$ cat src/rsil_defines.vh
// Offsets, field positions, reset values and timing counts of the reset initial-state block
`ifndef RSIL_DEFINES_VH
`define RSIL_DEFINES_VH

// ----------------------------------------
// Register byte offsets
// ----------------------------------------
`define RSIL_OFF_STATUS 8'h00
`define RSIL_OFF_SWRST 8'h04
`define RSIL_OFF_WDCTL 8'h08
`define RSIL_OFF_PDATA 8'h0C
`define RSIL_OFF_PDIR 8'h10
`define RSIL_OFF_PPULL 8'h14
`define RSIL_OFF_PWAKE 8'h18
`define RSIL_OFF_ACCU 8'h1C
`define RSIL_OFF_TBLPTR 8'h20
`define RSIL_OFF_TBLLAT 8'h24
`define RSIL_OFF_MPTR0 8'h28
`define RSIL_OFF_MPTR1 8'h2C
`define RSIL_OFF_PCLOW 8'h30
`define RSIL_OFF_STKPTR 8'h34
`define RSIL_OFF_INTEN 8'h38
`define RSIL_OFF_TMRON 8'h3C
`define RSIL_OFF_WDCNT 8'h40
`define RSIL_OFF_TBCNT 8'h44
`define RSIL_OFF_RSTFLG 8'h48
`define RSIL_OFF_EVSTAT 8'h4C
`define RSIL_OFF_EVMASK 8'h50

// ----------------------------------------
// Field positions
// ----------------------------------------
`define RSIL_STATUS_PWRDN_BIT 4
`define RSIL_STATUS_TOF_BIT 5
`define RSIL_RSTFLG_SRF_BIT 3
`define RSIL_EV_POR 0
`define RSIL_EV_PIN 1
`define RSIL_EV_WDT 2
`define RSIL_EV_WDS 3
`define RSIL_EV_SOFT 4
`define RSIL_EV_W 5

// ----------------------------------------
// Reset values
// ----------------------------------------
`define RSIL_SWRST_RST 8'h55
`define RSIL_SWRST_ALT 8'hAA
`define RSIL_WDCTL_RST 8'h53
`define RSIL_PDATA_RST 8'hFF
`define RSIL_PDIR_RST 8'hFF
`define RSIL_PPULL_RST 8'h00
`define RSIL_PWAKE_RST 8'h00
`define RSIL_UNDEF_VAL 8'h00
`define RSIL_STACK_TOP 8'h07
`define RSIL_ZERO8 8'h00

// ----------------------------------------
// Timing
// ----------------------------------------
`define RSIL_CLK_MHZ 125
`define RSIL_SRESET_NS 1000
`define RSIL_SRESET_CYC ((`RSIL_SRESET_NS * `RSIL_CLK_MHZ) / 1000)

`endif

$ cat src/rsil_top.v
// Reset initial-state logic with an AXI4-Lite register slave
//
// Implementation choices: register access over AXI4-Lite and the register addresses.
`timescale 1ns/1ps
`include "rsil_defines.vh"

module rsil_top
(
	input wire clk,
	input wire srst,
	input wire por_req,
	input wire external_reset_pin_n,
	input wire wdt_timeout,
	input wire sleep_mode,
	input wire [7:0] s_axi_awaddr,
	input wire s_axi_awvalid,
	output reg s_axi_awready,
	input wire [31:0] s_axi_wdata,
	input wire [3:0] s_axi_wstrb,
	input wire s_axi_wvalid,
	output reg s_axi_wready,
	output reg [1:0] s_axi_bresp,
	output reg s_axi_bvalid,
	input wire s_axi_bready,
	input wire [7:0] s_axi_araddr,
	input wire s_axi_arvalid,
	output reg s_axi_arready,
	output reg [31:0] s_axi_rdata,
	output reg [1:0] s_axi_rresp,
	output reg s_axi_rvalid,
	input wire s_axi_rready,
	output reg irq,
	output reg reset_applied
);

	// Reset kinds
	localparam K_NONE = 3'd0, K_POR = 3'd1, K_PIN = 3'd2;
	localparam K_WDT = 3'd3, K_WDS = 3'd4, K_SOFT = 3'd5;

	// ----------------------------------------
	// Input synchronisers
	// ----------------------------------------
	reg [3:0] sync1_r, sync2_r, sync3_r;
	wire [3:0] async_in;
	assign async_in = {sleep_mode, wdt_timeout, ~external_reset_pin_n, por_req};

	// Two flops per input, a third for edge detection
	genvar gi;
	generate
		for (gi = 0; gi < 4; gi = gi + 1)
		begin : g_sync
			always @(posedge clk)
			begin
				if (srst)
				begin
					sync1_r[gi] <= 1'b0;
					sync2_r[gi] <= 1'b0;
					sync3_r[gi] <= 1'b0;
				end
				else
				begin
					sync1_r[gi] <= async_in[gi];
					sync2_r[gi] <= sync1_r[gi];
					sync3_r[gi] <= sync2_r[gi];
				end
			end
		end
	endgenerate

	wire por_ev, pin_ev, wdt_ev, sleep_s;
	assign por_ev = sync2_r[0] & ~sync3_r[0];
	assign pin_ev = sync2_r[1] & ~sync3_r[1];
	assign wdt_ev = sync2_r[2] & ~sync3_r[2];
	assign sleep_s = sync2_r[3];

	// ----------------------------------------
	// State registers
	// ----------------------------------------
	reg tof_r, pwrdn_r, srf_r, tmron_r;
	reg [7:0] swrst_r, wdctl_r, pdata_r, pdir_r, ppull_r, pwake_r, accu_r;
	reg [7:0] tblptr_r, tbllat_r, mptr0_r, mptr1_r, pclow_r, stkptr_r, inten_r;
	reg [15:0] wdcnt_r, tbcnt_r, srcnt_r;
	reg [`RSIL_EV_W-1:0] evstat_r, evmask_r;

	// Soft-reset watch: any value but the two safe patterns arms the delay
	wire swrst_bad, soft_fire, rst_full;
	assign swrst_bad = (swrst_r != `RSIL_SWRST_RST) && (swrst_r != `RSIL_SWRST_ALT);
	assign soft_fire = swrst_bad && (srcnt_r == `RSIL_SRESET_CYC - 1);

	// Reset kind chosen by priority
	reg [2:0] kind;
	always @*
	begin
		if (por_ev)
			kind = K_POR;
		else if (pin_ev)
			kind = K_PIN;
		else if (wdt_ev && sleep_s)
			kind = K_WDS;
		else if (wdt_ev)
			kind = K_WDT;
		else if (soft_fire)
			kind = K_SOFT;
		else
			kind = K_NONE;
	end

	assign rst_full = (kind == K_POR) || (kind == K_PIN) || (kind == K_WDT) || (kind == K_SOFT);

	// ----------------------------------------
	// AXI4-Lite write path
	// ----------------------------------------
	reg aw_hold_r, w_hold_r, wstrb0_r;
	reg [7:0] awaddr_r;
	reg [31:0] wdata_r;
	wire do_wr, wr_ok, we;
	wire [7:0] wbyte;
	assign do_wr = aw_hold_r && w_hold_r && !s_axi_bvalid;
	assign wbyte = wdata_r[7:0];
	assign wr_ok = (awaddr_r[1:0] == 2'b00) && (awaddr_r <= `RSIL_OFF_EVMASK);

	// Address and data taken in either order, response after both
	always @(posedge clk)
	begin
		if (srst)
		begin
			aw_hold_r <= 1'b0;
			w_hold_r <= 1'b0;
			awaddr_r <= 8'h00;
			wdata_r <= 32'h00000000;
			wstrb0_r <= 1'b0;
			s_axi_awready <= 1'b0;
			s_axi_wready <= 1'b0;
			s_axi_bvalid <= 1'b0;
			s_axi_bresp <= 2'b00;
		end
		else
		begin
			s_axi_awready <= !aw_hold_r && !s_axi_awready && s_axi_awvalid;
			s_axi_wready <= !w_hold_r && !s_axi_wready && s_axi_wvalid;
			if (s_axi_awvalid && s_axi_awready)
			begin
				aw_hold_r <= 1'b1;
				awaddr_r <= s_axi_awaddr;
			end
			if (s_axi_wvalid && s_axi_wready)
			begin
				w_hold_r <= 1'b1;
				wdata_r <= s_axi_wdata;
				wstrb0_r <= s_axi_wstrb[0];
			end
			if (do_wr)
			begin
				aw_hold_r <= 1'b0;
				w_hold_r <= 1'b0;
				s_axi_bvalid <= 1'b1;
				s_axi_bresp <= wr_ok ? 2'b00 : 2'b10;
			end
			else if (s_axi_bvalid && s_axi_bready)
				s_axi_bvalid <= 1'b0;
		end
	end

	assign we = do_wr && wstrb0_r;

	// ----------------------------------------
	// Register update and reset application
	// ----------------------------------------
	always @(posedge clk)
	begin
		if (srst || kind == K_POR)
		begin
			tof_r <= 1'b0;
			pwrdn_r <= 1'b0;
			inten_r <= 8'h00;
			wdcnt_r <= 16'h0000;
			tbcnt_r <= 16'h0000;
			tmron_r <= 1'b0;
			pdir_r <= `RSIL_PDIR_RST;
			stkptr_r <= `RSIL_STACK_TOP;
			pdata_r <= `RSIL_PDATA_RST;
			ppull_r <= `RSIL_PPULL_RST;
			pwake_r <= `RSIL_PWAKE_RST;
			swrst_r <= `RSIL_SWRST_RST;
			wdctl_r <= `RSIL_WDCTL_RST;
			accu_r <= `RSIL_UNDEF_VAL;
			tblptr_r <= `RSIL_UNDEF_VAL;
			tbllat_r <= `RSIL_UNDEF_VAL;
			mptr0_r <= `RSIL_UNDEF_VAL;
			mptr1_r <= `RSIL_UNDEF_VAL;
			pclow_r <= `RSIL_ZERO8;
			srf_r <= 1'b0;
			srcnt_r <= 16'h0000;
		end
		else if (rst_full)
		begin
			// Pin, normal watchdog and soft resets: tof_r set on watchdog, srf_r on soft, none on pin, core kept
			if (kind == K_WDT)
				tof_r <= 1'b1;
			inten_r <= 8'h00;
			wdcnt_r <= 16'h0000;
			tbcnt_r <= 16'h0000;
			tmron_r <= 1'b0;
			stkptr_r <= `RSIL_STACK_TOP;
			pdata_r <= `RSIL_PDATA_RST;
			pdir_r <= `RSIL_PDIR_RST;
			ppull_r <= `RSIL_PPULL_RST;
			pwake_r <= `RSIL_PWAKE_RST;
			swrst_r <= `RSIL_SWRST_RST;
			wdctl_r <= `RSIL_WDCTL_RST;
			mptr0_r <= `RSIL_UNDEF_VAL;
			mptr1_r <= `RSIL_UNDEF_VAL;
			pclow_r <= `RSIL_ZERO8;
			if (kind == K_SOFT)
				srf_r <= 1'b1;
			srcnt_r <= 16'h0000;
		end
		else if (kind == K_WDS)
		begin
			// Sleep watchdog: everything kept except counters, flags, and pclow_r and stkptr_r, which clear
			tof_r <= 1'b1;
			pwrdn_r <= 1'b1;
			pclow_r <= `RSIL_ZERO8;
			stkptr_r <= `RSIL_ZERO8;
			wdcnt_r <= wdcnt_r + 16'h0001;
			tbcnt_r <= tbcnt_r + 16'h0001;
		end
		else
		begin
			// Free counters start right after reset
			wdcnt_r <= wdcnt_r + 16'h0001;
			tbcnt_r <= tbcnt_r + 16'h0001;
			srcnt_r <= swrst_bad ? srcnt_r + 16'h0001 : 16'h0000;
			if (we && awaddr_r == `RSIL_OFF_RSTFLG && !wbyte[`RSIL_RSTFLG_SRF_BIT])
				srf_r <= 1'b0;
			if (we)
			begin
				case (awaddr_r)
					`RSIL_OFF_SWRST: swrst_r <= wbyte;
					`RSIL_OFF_WDCTL: wdctl_r <= wbyte;
					`RSIL_OFF_PDATA: pdata_r <= wbyte;
					`RSIL_OFF_PDIR: pdir_r <= wbyte;
					`RSIL_OFF_PPULL: ppull_r <= wbyte;
					`RSIL_OFF_PWAKE: pwake_r <= wbyte;
					`RSIL_OFF_ACCU: accu_r <= wbyte;
					`RSIL_OFF_TBLPTR: tblptr_r <= wbyte;
					`RSIL_OFF_TBLLAT: tbllat_r <= wbyte;
					`RSIL_OFF_MPTR0: mptr0_r <= wbyte;
					`RSIL_OFF_MPTR1: mptr1_r <= wbyte;
					`RSIL_OFF_PCLOW: pclow_r <= wbyte;
					`RSIL_OFF_INTEN: inten_r <= wbyte;
					`RSIL_OFF_TMRON: tmron_r <= wbyte[0];
					default: srcnt_r <= swrst_bad ? srcnt_r + 16'h0001 : 16'h0000;
				endcase
			end
		end
	end

	// ----------------------------------------
	// Event status, mask and interrupt
	// ----------------------------------------
	wire [`RSIL_EV_W-1:0] ev_set;
	assign ev_set = {kind == K_SOFT, kind == K_WDS, kind == K_WDT, kind == K_PIN, kind == K_POR};

	// Sticky bits, write one to clear, a new event wins over the clear
	always @(posedge clk)
	begin
		if (srst)
		begin
			evstat_r <= {`RSIL_EV_W{1'b0}};
			evmask_r <= {`RSIL_EV_W{1'b0}};
			irq <= 1'b0;
			reset_applied <= 1'b0;
		end
		else
		begin
			if (we && awaddr_r == `RSIL_OFF_EVSTAT)
				evstat_r <= (evstat_r & ~wbyte[`RSIL_EV_W-1:0]) | ev_set;
			else
				evstat_r <= evstat_r | ev_set;
			if (we && awaddr_r == `RSIL_OFF_EVMASK)
				evmask_r <= wbyte[`RSIL_EV_W-1:0];
			irq <= |(evstat_r & evmask_r);
			reset_applied <= (kind != K_NONE);
		end
	end

	// ----------------------------------------
	// AXI4-Lite read path
	// ----------------------------------------
	reg [7:0] rbyte;
	reg rhit;
	always @*
	begin
		rhit = 1'b1;
		rbyte = 8'h00;
		case (s_axi_araddr)
			`RSIL_OFF_STATUS: rbyte = {2'b00, tof_r, pwrdn_r, 4'h0};
			`RSIL_OFF_SWRST: rbyte = swrst_r;
			`RSIL_OFF_WDCTL: rbyte = wdctl_r;
			`RSIL_OFF_PDATA: rbyte = pdata_r;
			`RSIL_OFF_PDIR: rbyte = pdir_r;
			`RSIL_OFF_PPULL: rbyte = ppull_r;
			`RSIL_OFF_PWAKE: rbyte = pwake_r;
			`RSIL_OFF_ACCU: rbyte = accu_r;
			`RSIL_OFF_TBLPTR: rbyte = tblptr_r;
			`RSIL_OFF_TBLLAT: rbyte = tbllat_r;
			`RSIL_OFF_MPTR0: rbyte = mptr0_r;
			`RSIL_OFF_MPTR1: rbyte = mptr1_r;
			`RSIL_OFF_PCLOW: rbyte = pclow_r;
			`RSIL_OFF_STKPTR: rbyte = stkptr_r;
			`RSIL_OFF_INTEN: rbyte = inten_r;
			`RSIL_OFF_TMRON: rbyte = {7'h00, tmron_r};
			`RSIL_OFF_WDCNT: rbyte = wdcnt_r[7:0];
			`RSIL_OFF_TBCNT: rbyte = tbcnt_r[7:0];
			`RSIL_OFF_RSTFLG: rbyte = {4'h0, srf_r, 3'h0};
			`RSIL_OFF_EVSTAT: rbyte = {3'h0, evstat_r};
			`RSIL_OFF_EVMASK: rbyte = {3'h0, evmask_r};
			default: rhit = 1'b0;
		endcase
	end

	// Counters read as full 16 bits
	wire [31:0] rword;
	assign rword = (s_axi_araddr == `RSIL_OFF_WDCNT) ? {16'h0000, wdcnt_r} :
		(s_axi_araddr == `RSIL_OFF_TBCNT) ? {16'h0000, tbcnt_r} : {24'h000000, rbyte};

	// One read at a time, answered the cycle after the address is taken
	always @(posedge clk)
	begin
		if (srst)
		begin
			s_axi_arready <= 1'b0;
			s_axi_rvalid <= 1'b0;
			s_axi_rdata <= 32'h00000000;
			s_axi_rresp <= 2'b00;
		end
		else
		begin
			s_axi_arready <= s_axi_arvalid && !s_axi_arready && !s_axi_rvalid;
			if (s_axi_arvalid && s_axi_arready)
			begin
				s_axi_rvalid <= 1'b1;
				s_axi_rdata <= rhit ? rword : 32'h00000000;
				s_axi_rresp <= rhit ? 2'b00 : 2'b10;
			end
			else if (s_axi_rvalid && s_axi_rready)
				s_axi_rvalid <= 1'b0;
		end
	end

endmodule // rsil_top

$ cat config.mk
export PLATFORM = sky130hd
export DESIGN_NAME = rsil_top
export DESIGN_NICKNAME = d
export VERILOG_FILES = /design/src/rsil_top.v
export VERILOG_INCLUDE_DIRS = /design/src
export SDC_FILE = /design/constraint.sdc
export NUM_CORES = 1
export LEC_CHECK = 0
export BUFFER_PORTS_ARGS = -buffer_cell sky130_fd_sc_hd__buf_2
export CAP_MARGIN = 0
export CORE_ASPECT_RATIO = 0.8
export CORE_MARGIN = 2
export CORE_UTILIZATION = 53
export DETAILED_ROUTE_END_ITERATION = 16
export HOLD_SLACK_MARGIN = 0.12
export PLACE_DENSITY = 0.76
export RECOVER_POWER = 25
export SLEW_MARGIN = 20
export SYNTH_ARGS = -nofsm -noshare
export SYNTH_HDL_FRONTEND = slang
export SYNTH_SLANG_ARGS = --single-unit
$ cat constraint.sdc
create_clock -name clk -period 2 [get_ports clk]
set_input_delay 0.4 -clock clk [delete_from_list [all_inputs] [get_ports clk]]
set_output_delay 0.4 -clock clk [all_outputs]
set_load 0.005 [all_outputs]
==> results.py, run 1 <==
metrics = {
    "timing": {
        "worst_pin_slew_ns": 1.35,
        "fmax_ghz": 0.467,
        "worst_clock_skew_ns": 0.0229,
        "finalWorstSetupSlack_ns": -0.143,
        "setup_viol": 114,
        "min_period_ns": 2.14,
        "fin_setup_tns_ns": -9.59,
        "min_period_over_period_pct": 107,
        "finalHoldViolCount": 0,
        "drv_slew": 0,
        "maxSlewHeadroom_pct": 9.77,
        "rsz0062_at_grt": "yes",
    },
    "logic_synthesis": {
        "synth_seq_cells": 222,
        "synth_top_cells_by_count": "dfxtp_1, nor2_1, nand2_1",
        "synth_ff_type": "dfxtp_1",
        "synth.distinct_cells": 73,
        "synth_area_um2": 10300,
        "synth.most_common_cell": "dfxtp_1",
        "postSynth.asyncResetShare_pct": 0,
        "syn_inst": 1171,
        "synth-edff-count": 0,
        "synth_largest_area_cell": "dfxtp_1",
        "yosysSeqAreaShare_pct": 43.1,
        "synth_area_per_cell_um2": 8.81,
        "yosys_warnings": 0,
        "synth_top_cell_area_share_pct": 43.1,
        "synth_area_leaders": "dfxtp_1, mux2i_1, nor2_1",
    },
    "critical_path": {
        "arrival_ns": 2.54,
        "crit_required_ns": 2.40,
        "criticalPathCategory": "register to register",
        "worst-path-max-fanout": 14,
        "critPathLaunchType": "register",
        "ff2ff_path_depth": 9,
        "end_kind": "register",
    },
    "flow_run": {
        "cap_viol_max_count": 0,
    },
    "outcome": {
        "violations": "setup timing",
        "status": "finished with violations",
    },
    "global_routing": {
        "grt_pass1_vias": 9073,
        "antenna_found_initial": 2,
        "grt_max_degree": 34,
        "grt_pass1_wl_mm": 51.3,
        "grt-ovfl-total": 0,
        "grt_usage_pct": 31.8,
    },
    "cells_and_area": {
        "area.growth.synth_to_final_pct": 29.0,
        "diodes": 0,
        "nFillCells": 1452,
        "drive_gt1_share_pct": 24.1,
        "nets": 1429,
        "regArea_um2": 4450,
        "multi_input_area_um2": 5630,
    },
    "floorplan": {
        "row_count": 45,
        "die_width_um": 160,
        "core-area_um2": 19000,
        "initial_core_util_pct": 54.2,
        "dieArea_um2": 20600,
        "die_y_um": 129,
        "ios": 106,
    },
    "routing": {
        "routed-via-count": 9893,
        "wl_per_cell_um": 20.8,
        "drc": 0,
        "routed_wl_mm": 34.1,
        "antenna_left": 0,
        "viasPerCell": 6.04,
        "dr.pass1.iters": 9,
        "drt_iter0_drc": 1244,
    },
    "cts": {
        "cts_sinks": 222,
        "cts_tree": "done",
        "cts-htree-levels": 1,
        "clock-root-buffer": "clkbuf_16",
        "clk_pin_slew_ns": 0.06,
        "clock_latency_ns": 0.54,
        "cts_buffer_depth": 3,
        "cts_buffers": 23,
    },
    "min_path": {
        "hold_class": "input port to register",
        "min_delay_path_depth": 3,
    },
    "power_and_ir_drop": {
        "leakage_nw": 5.20,
        "ir_drop_uv": 818,
        "cellPowerDensity_nw_per_um2": 767,
        "power_mw": 10.2,
    },
    "placement": {
        "place.gp.congestion": 0.961,
        "dp_hpwl_mm": 23.3,
        "io_buffers": 60,
    },
}
where the power goes:
group          internal, mW  switching [mW]  total (mW)
Combinational         0.398           0.484       0.882
Clock                  2.90            1.89        4.80
Sequential             4.47          0.0618        4.53
logic make-up (layout without fill, tap and decap cells):
group           count (synthesis)  in the layout  share of synthesized area [%]
xor+xnor                       43             43                           3.65
fa+ha+maj                       4              4                          0.485
mux                           103            103                           10.4
simple gates                  484            484                           24.3
buf+inv                       111            302                           5.09
compound gates                203            203                           13.0
flops                         222            222                           43.1
other cells                     1             18                         0.0363
stage by stage:
stage / hold slack [ns] / util, % / instance area (um2) / setup WS (ns) / std cells
after global routing: 0.134 / 70.0 / 13300 / -0.208 / 1637
final: 0.119 / 70.0 / 13300 / -0.143 / 1637
after CTS: 0.120 / 68.3 / 13000 / -0.0942 / 1629
after detailed placement: 0.427 / 62.1 / 11800 / -0.175 / 1562
after global placement: 0.420 / 62.1 / 11800 / -0.164 / 1562
after floorplan: 0.414 / - / 10400 / 0.00421 / 1188
layout make-up:
type	instances	share of cell area [%]
Timing Repair Buffer	247	15.2
Inverter	13	0.367
Clock inverter	12	1.58
Clock buffer	30	4.75
Sequential cell	222	33.4
Multi-Input combinational cell	855	42.3
Tap cell	258	2.42
per-layer routing:
layer  part of all wire, %  routed length [um]  global-route usage (%)  vias to the layer above
li1                      -                   -                       -                     4576
met1                    44               14900                    45.2                     4680
met2                    42               14300                    46.7                      549
met3                    12                4020                    9.93                       86
met4                   2.7                 907                    8.69                        2
met5                 0.038                  13                       0                        -
path summary, 6_finish.rpt:
path,startpoint,endpoint,slack [ns]
max reg2reg,swrst_r[3],swrst_r[4],-0.14
min,s_axi_rready,s_axi_rvalid,0.12
max,swrst_r[3],swrst_r[4],-0.14
min reg2reg,sync1_r[3],sleep_s,0.44
worst max-delay path, cell delays in order (launching register included):
cell      delay (ns)
dfxtp_1         0.38
or4bb_1         0.55
nor2_2          0.13
buf_4           0.14
nor4_4          0.04
buf_4           0.15
a211oi_4        0.19
buf_4           0.19
buf_12          0.15
o211ai_1        0.10
placed cells by master, fill, tap and decap left out, drive strengths merged, types with 19 or more instances in the layout:
cell type	n
buf	223
dfxtp	222
nor2	139
nand2	96
mux2i	87
a21oi	64
nand4	45
o21ai	41
nor3	40
clkbuf	35
nand3	33
xor2	28
nor2b	23
dlygate4sd3	19
flip-flops by register name, summed over array words and instances, names as in the netlist, 16 cells and up:
signal and count:
srcnt_r 16, wdcnt_r 16, s_axi_rdata 16, tbcnt_r 16
what timing repair did:
action,CTS,global route
cloned,3,4
setup endpoints to repair,92,140
buffers inserted,3,4
endpoints found under the hold margin,19,0
pin swaps,2,22
gates resized for setup,6,60
hold buffers,19,0
No activity file was read; power rests on OpenSTA's default activity.
==> run 2, diff against run 1 <==
- CAP_MARGIN: 0 -> unset
- SETUP_SLACK_MARGIN: unset -> 0.02
- SLEW_MARGIN: 20 -> unset
==> run 2 against run 1 <==
Effect of this change:
- combinational power is 8.6% lower
- non-clock buffer count down 11
- sequential power barely moved
- global-route usage rose by 0.20 points
- die area unchanged
- the flow finishes with violations (capacitance limit, slew limit, setup timing)
==> results.py, run 2 (same netlist as run 1, synthesis figures left out) <==
metrics = {
    "timing": {
        "worst_clock_skew_ns": 0.00900,
        "drv_slew": 39,
        "finalWorstSetupSlack_ns": -0.0268,
        "min_period_over_period_pct": 101,
        "fmax_ghz": 0.493,
        "hold_ws_ns": 0.133,
        "min_period_ns": 2.03,
        "finalHoldViolCount": 0,
        "worst_pin_slew_ns": 1.73,
        "maxSlewHeadroom_pct": -15.5,
        "rsz0062_at_grt": "yes",
        "setup_viol": 35,
    },
    "routing": {
        "drc": 0,
        "wl_per_cell_um": 20.9,
        "dr.pass1.iters": 6,
        "routed_wl_mm": 33.9,
        "viasPerCell": 6.08,
        "drt_iter0_drc": 1220,
        "antenna_left": 0,
        "routed-via-count": 9877,
    },
    "cts": {
        "clock-root-buffer": "clkbuf_16",
        "cts_buffer_depth": 3,
        "cts_buffers": 23,
        "cts_sinks": 222,
        "cts_tree": "done",
        "cts-htree-levels": 1,
        "clock_latency_ns": 0.53,
        "clk_pin_slew_ns": 0.06,
    },
    "power_and_ir_drop": {
        "pwr-share-comb_pct": 8.3,
        "ir_drop_uv": 669,
        "clkPwrFrac_pct": 45.0,
        "leakage_nw": 5.12,
        "cellPowerDensity_nw_per_um2": 748,
        "seqPwrFrac_pct": 46.7,
        "intPower_mw": 7.40,
        "p_sw_mw": 2.32,
        "sw_frac_of_total_pct": 23.9,
    },
    "placement": {
        "io_buffers": 60,
        "place_inst": 1561,
        "dp_hpwl_mm": 23.7,
        "dpl_cell_area_um2": 11800,
        "place.gp.congestion": 0.970,
    },
    "outcome": {
        "violations": "capacitance limit, slew limit, setup timing",
        "status": "finished with violations",
    },
    "floorplan": {
        "core-area_um2": 19000,
        "initial_core_util_pct": 54.2,
        "dieArea_um2": 20600,
        "row_count": 45,
        "ios": 106,
        "die_y_um": 129,
        "die_width_um": 160,
    },
    "global_routing": {
        "grt_max_degree": 39,
        "grt_usage_pct": 32.0,
        "grt-ovfl-total": 0,
        "grt_pass1_wl_mm": 51.6,
        "grt_pass1_vias": 9126,
        "antenna_found_initial": 2,
    },
    "cells_and_area": {
        "fin_cells": 1625,
        "final_cell_mix": "dfxtp_1, buf_4, nor2_1",
        "diodes": 0,
        "nFillCells": 1511,
        "nets": 1418,
        "area.growth.synth_to_final_pct": 25.8,
        "final_area_um2": 13000,
        "final_common_cell": "dfxtp_1",
        "drive_gt1_share_pct": 22.6,
    },
    "critical_path": {
        "crit_chain": "nor4_1 -> nand4b_1 -> or4_4 -> o21ai_4 -> buf_12 -> buf_12 -> nor2_1",
        "path_buf_inv": 2,
        "r2r_setup_slack_ns": -0.03,
        "cp_slowest_stage_delay_ns": 0.50,
        "arrival_ns": 2.44,
        "worst-path-max-fanout": 18,
        "critPathTopFamily": "simple AND/OR/NAND/NOR gates",
        "criticalPathCategory": "register to register",
        "critPathMostFrequentCell": "buf_12",
        "critPathLaunchType": "register",
        "cp_slowest_cell": "or4_4",
        "crit_required_ns": 2.41,
        "end_kind": "register",
    },
    "min_path": {
        "hold_class": "input port to register",
    },
    "flow_run": {
        "cap_viol_max_count": 1,
    },
}
-- run 2: cell count changes in the layout (fill, tap and decap cells not counted), sizes merged --
cell	previous run	this run
buf	223	219
bufinv	5	2
dlygate4sd3	19	16
clkbuf	35	34
clkinv	4	5
clkinvlp	1	0
inv	15	14
-- run 2: cell type report --
cell class,instances,area (um2),area share (%)
sequential,222,4450,34.3
clock buffer,33,663,5.11
clock inverter,8,105,0.809
multi-input combinational,855,5530,42.6
timing repair buffer,236,1860,14.3
tap,258,323,2.49
inverter,13,48.8,0.376
-- run 2: power by group through the flow --
stage,clock [mW],combinational [mW],sequential (mW)
floorplan,0,0.407,4.60
global placement,0,0.703,4.63
detailed placement,0,0.712,4.63
CTS,4.41,0.775,4.53
global route,4.58,0.850,4.54
finish,4.38,0.806,4.54
-- run 2: metrics by stage --
step	setup slack, ns	power (mW)	util, %	TNS [ns]
2_1_floorplan	0.0263	5.01	-	0
3_3_place_gp	-0.210	5.33	62.2	-6.96
3_5_place_dp	-0.180	5.34	62.2	-8.51
4_1_cts	-0.0615	9.71	67.8	-0.647
5_1_grt	-0.0493	9.97	68.2	-2.10
6_report	-0.0268	9.72	68.2	-0.398
-- run 2: path summary, 6_finish.rpt --
path / to / start / cells past startpoint
worst min-delay path: awaddr_r[2] / s_axi_awaddr[2] / 3
worst max register to register: tbcnt_r[15] / srcnt_r[9] / 7
worst max-delay path: tbcnt_r[15] / srcnt_r[9] / 7
worst min register to register: sync2_r[0] / sync1_r[0] / 1
-- run 2: worst min-delay path, stage by stage --
cell and delay, ns:
buf_2 0.09, nand3_1 0.06, a21oi_1 0.05
-- run 2: what timing repair did --
action,CTS,global route
pin swaps,4,7
cloned,2,0
setup endpoints to repair,121,142
hold buffers,16,0
buffers inserted,2,3
gates resized for setup,21,15
hold endpoints to repair,16,0
-- run 2: routing by layer --
metal / part of all wire (%) / track usage, % / wire (um) / vias to the layer above
li1: - / - / - / 4535
met1: 44 / 47.3 / 15000 / 4711
met2: 42 / 47.8 / 14200 / 548
met3: 12 / 7.12 / 4020 / 83
met4: 2.1 / 7.00 / 716 / 0
met5: 0 / 0 / 0 / -
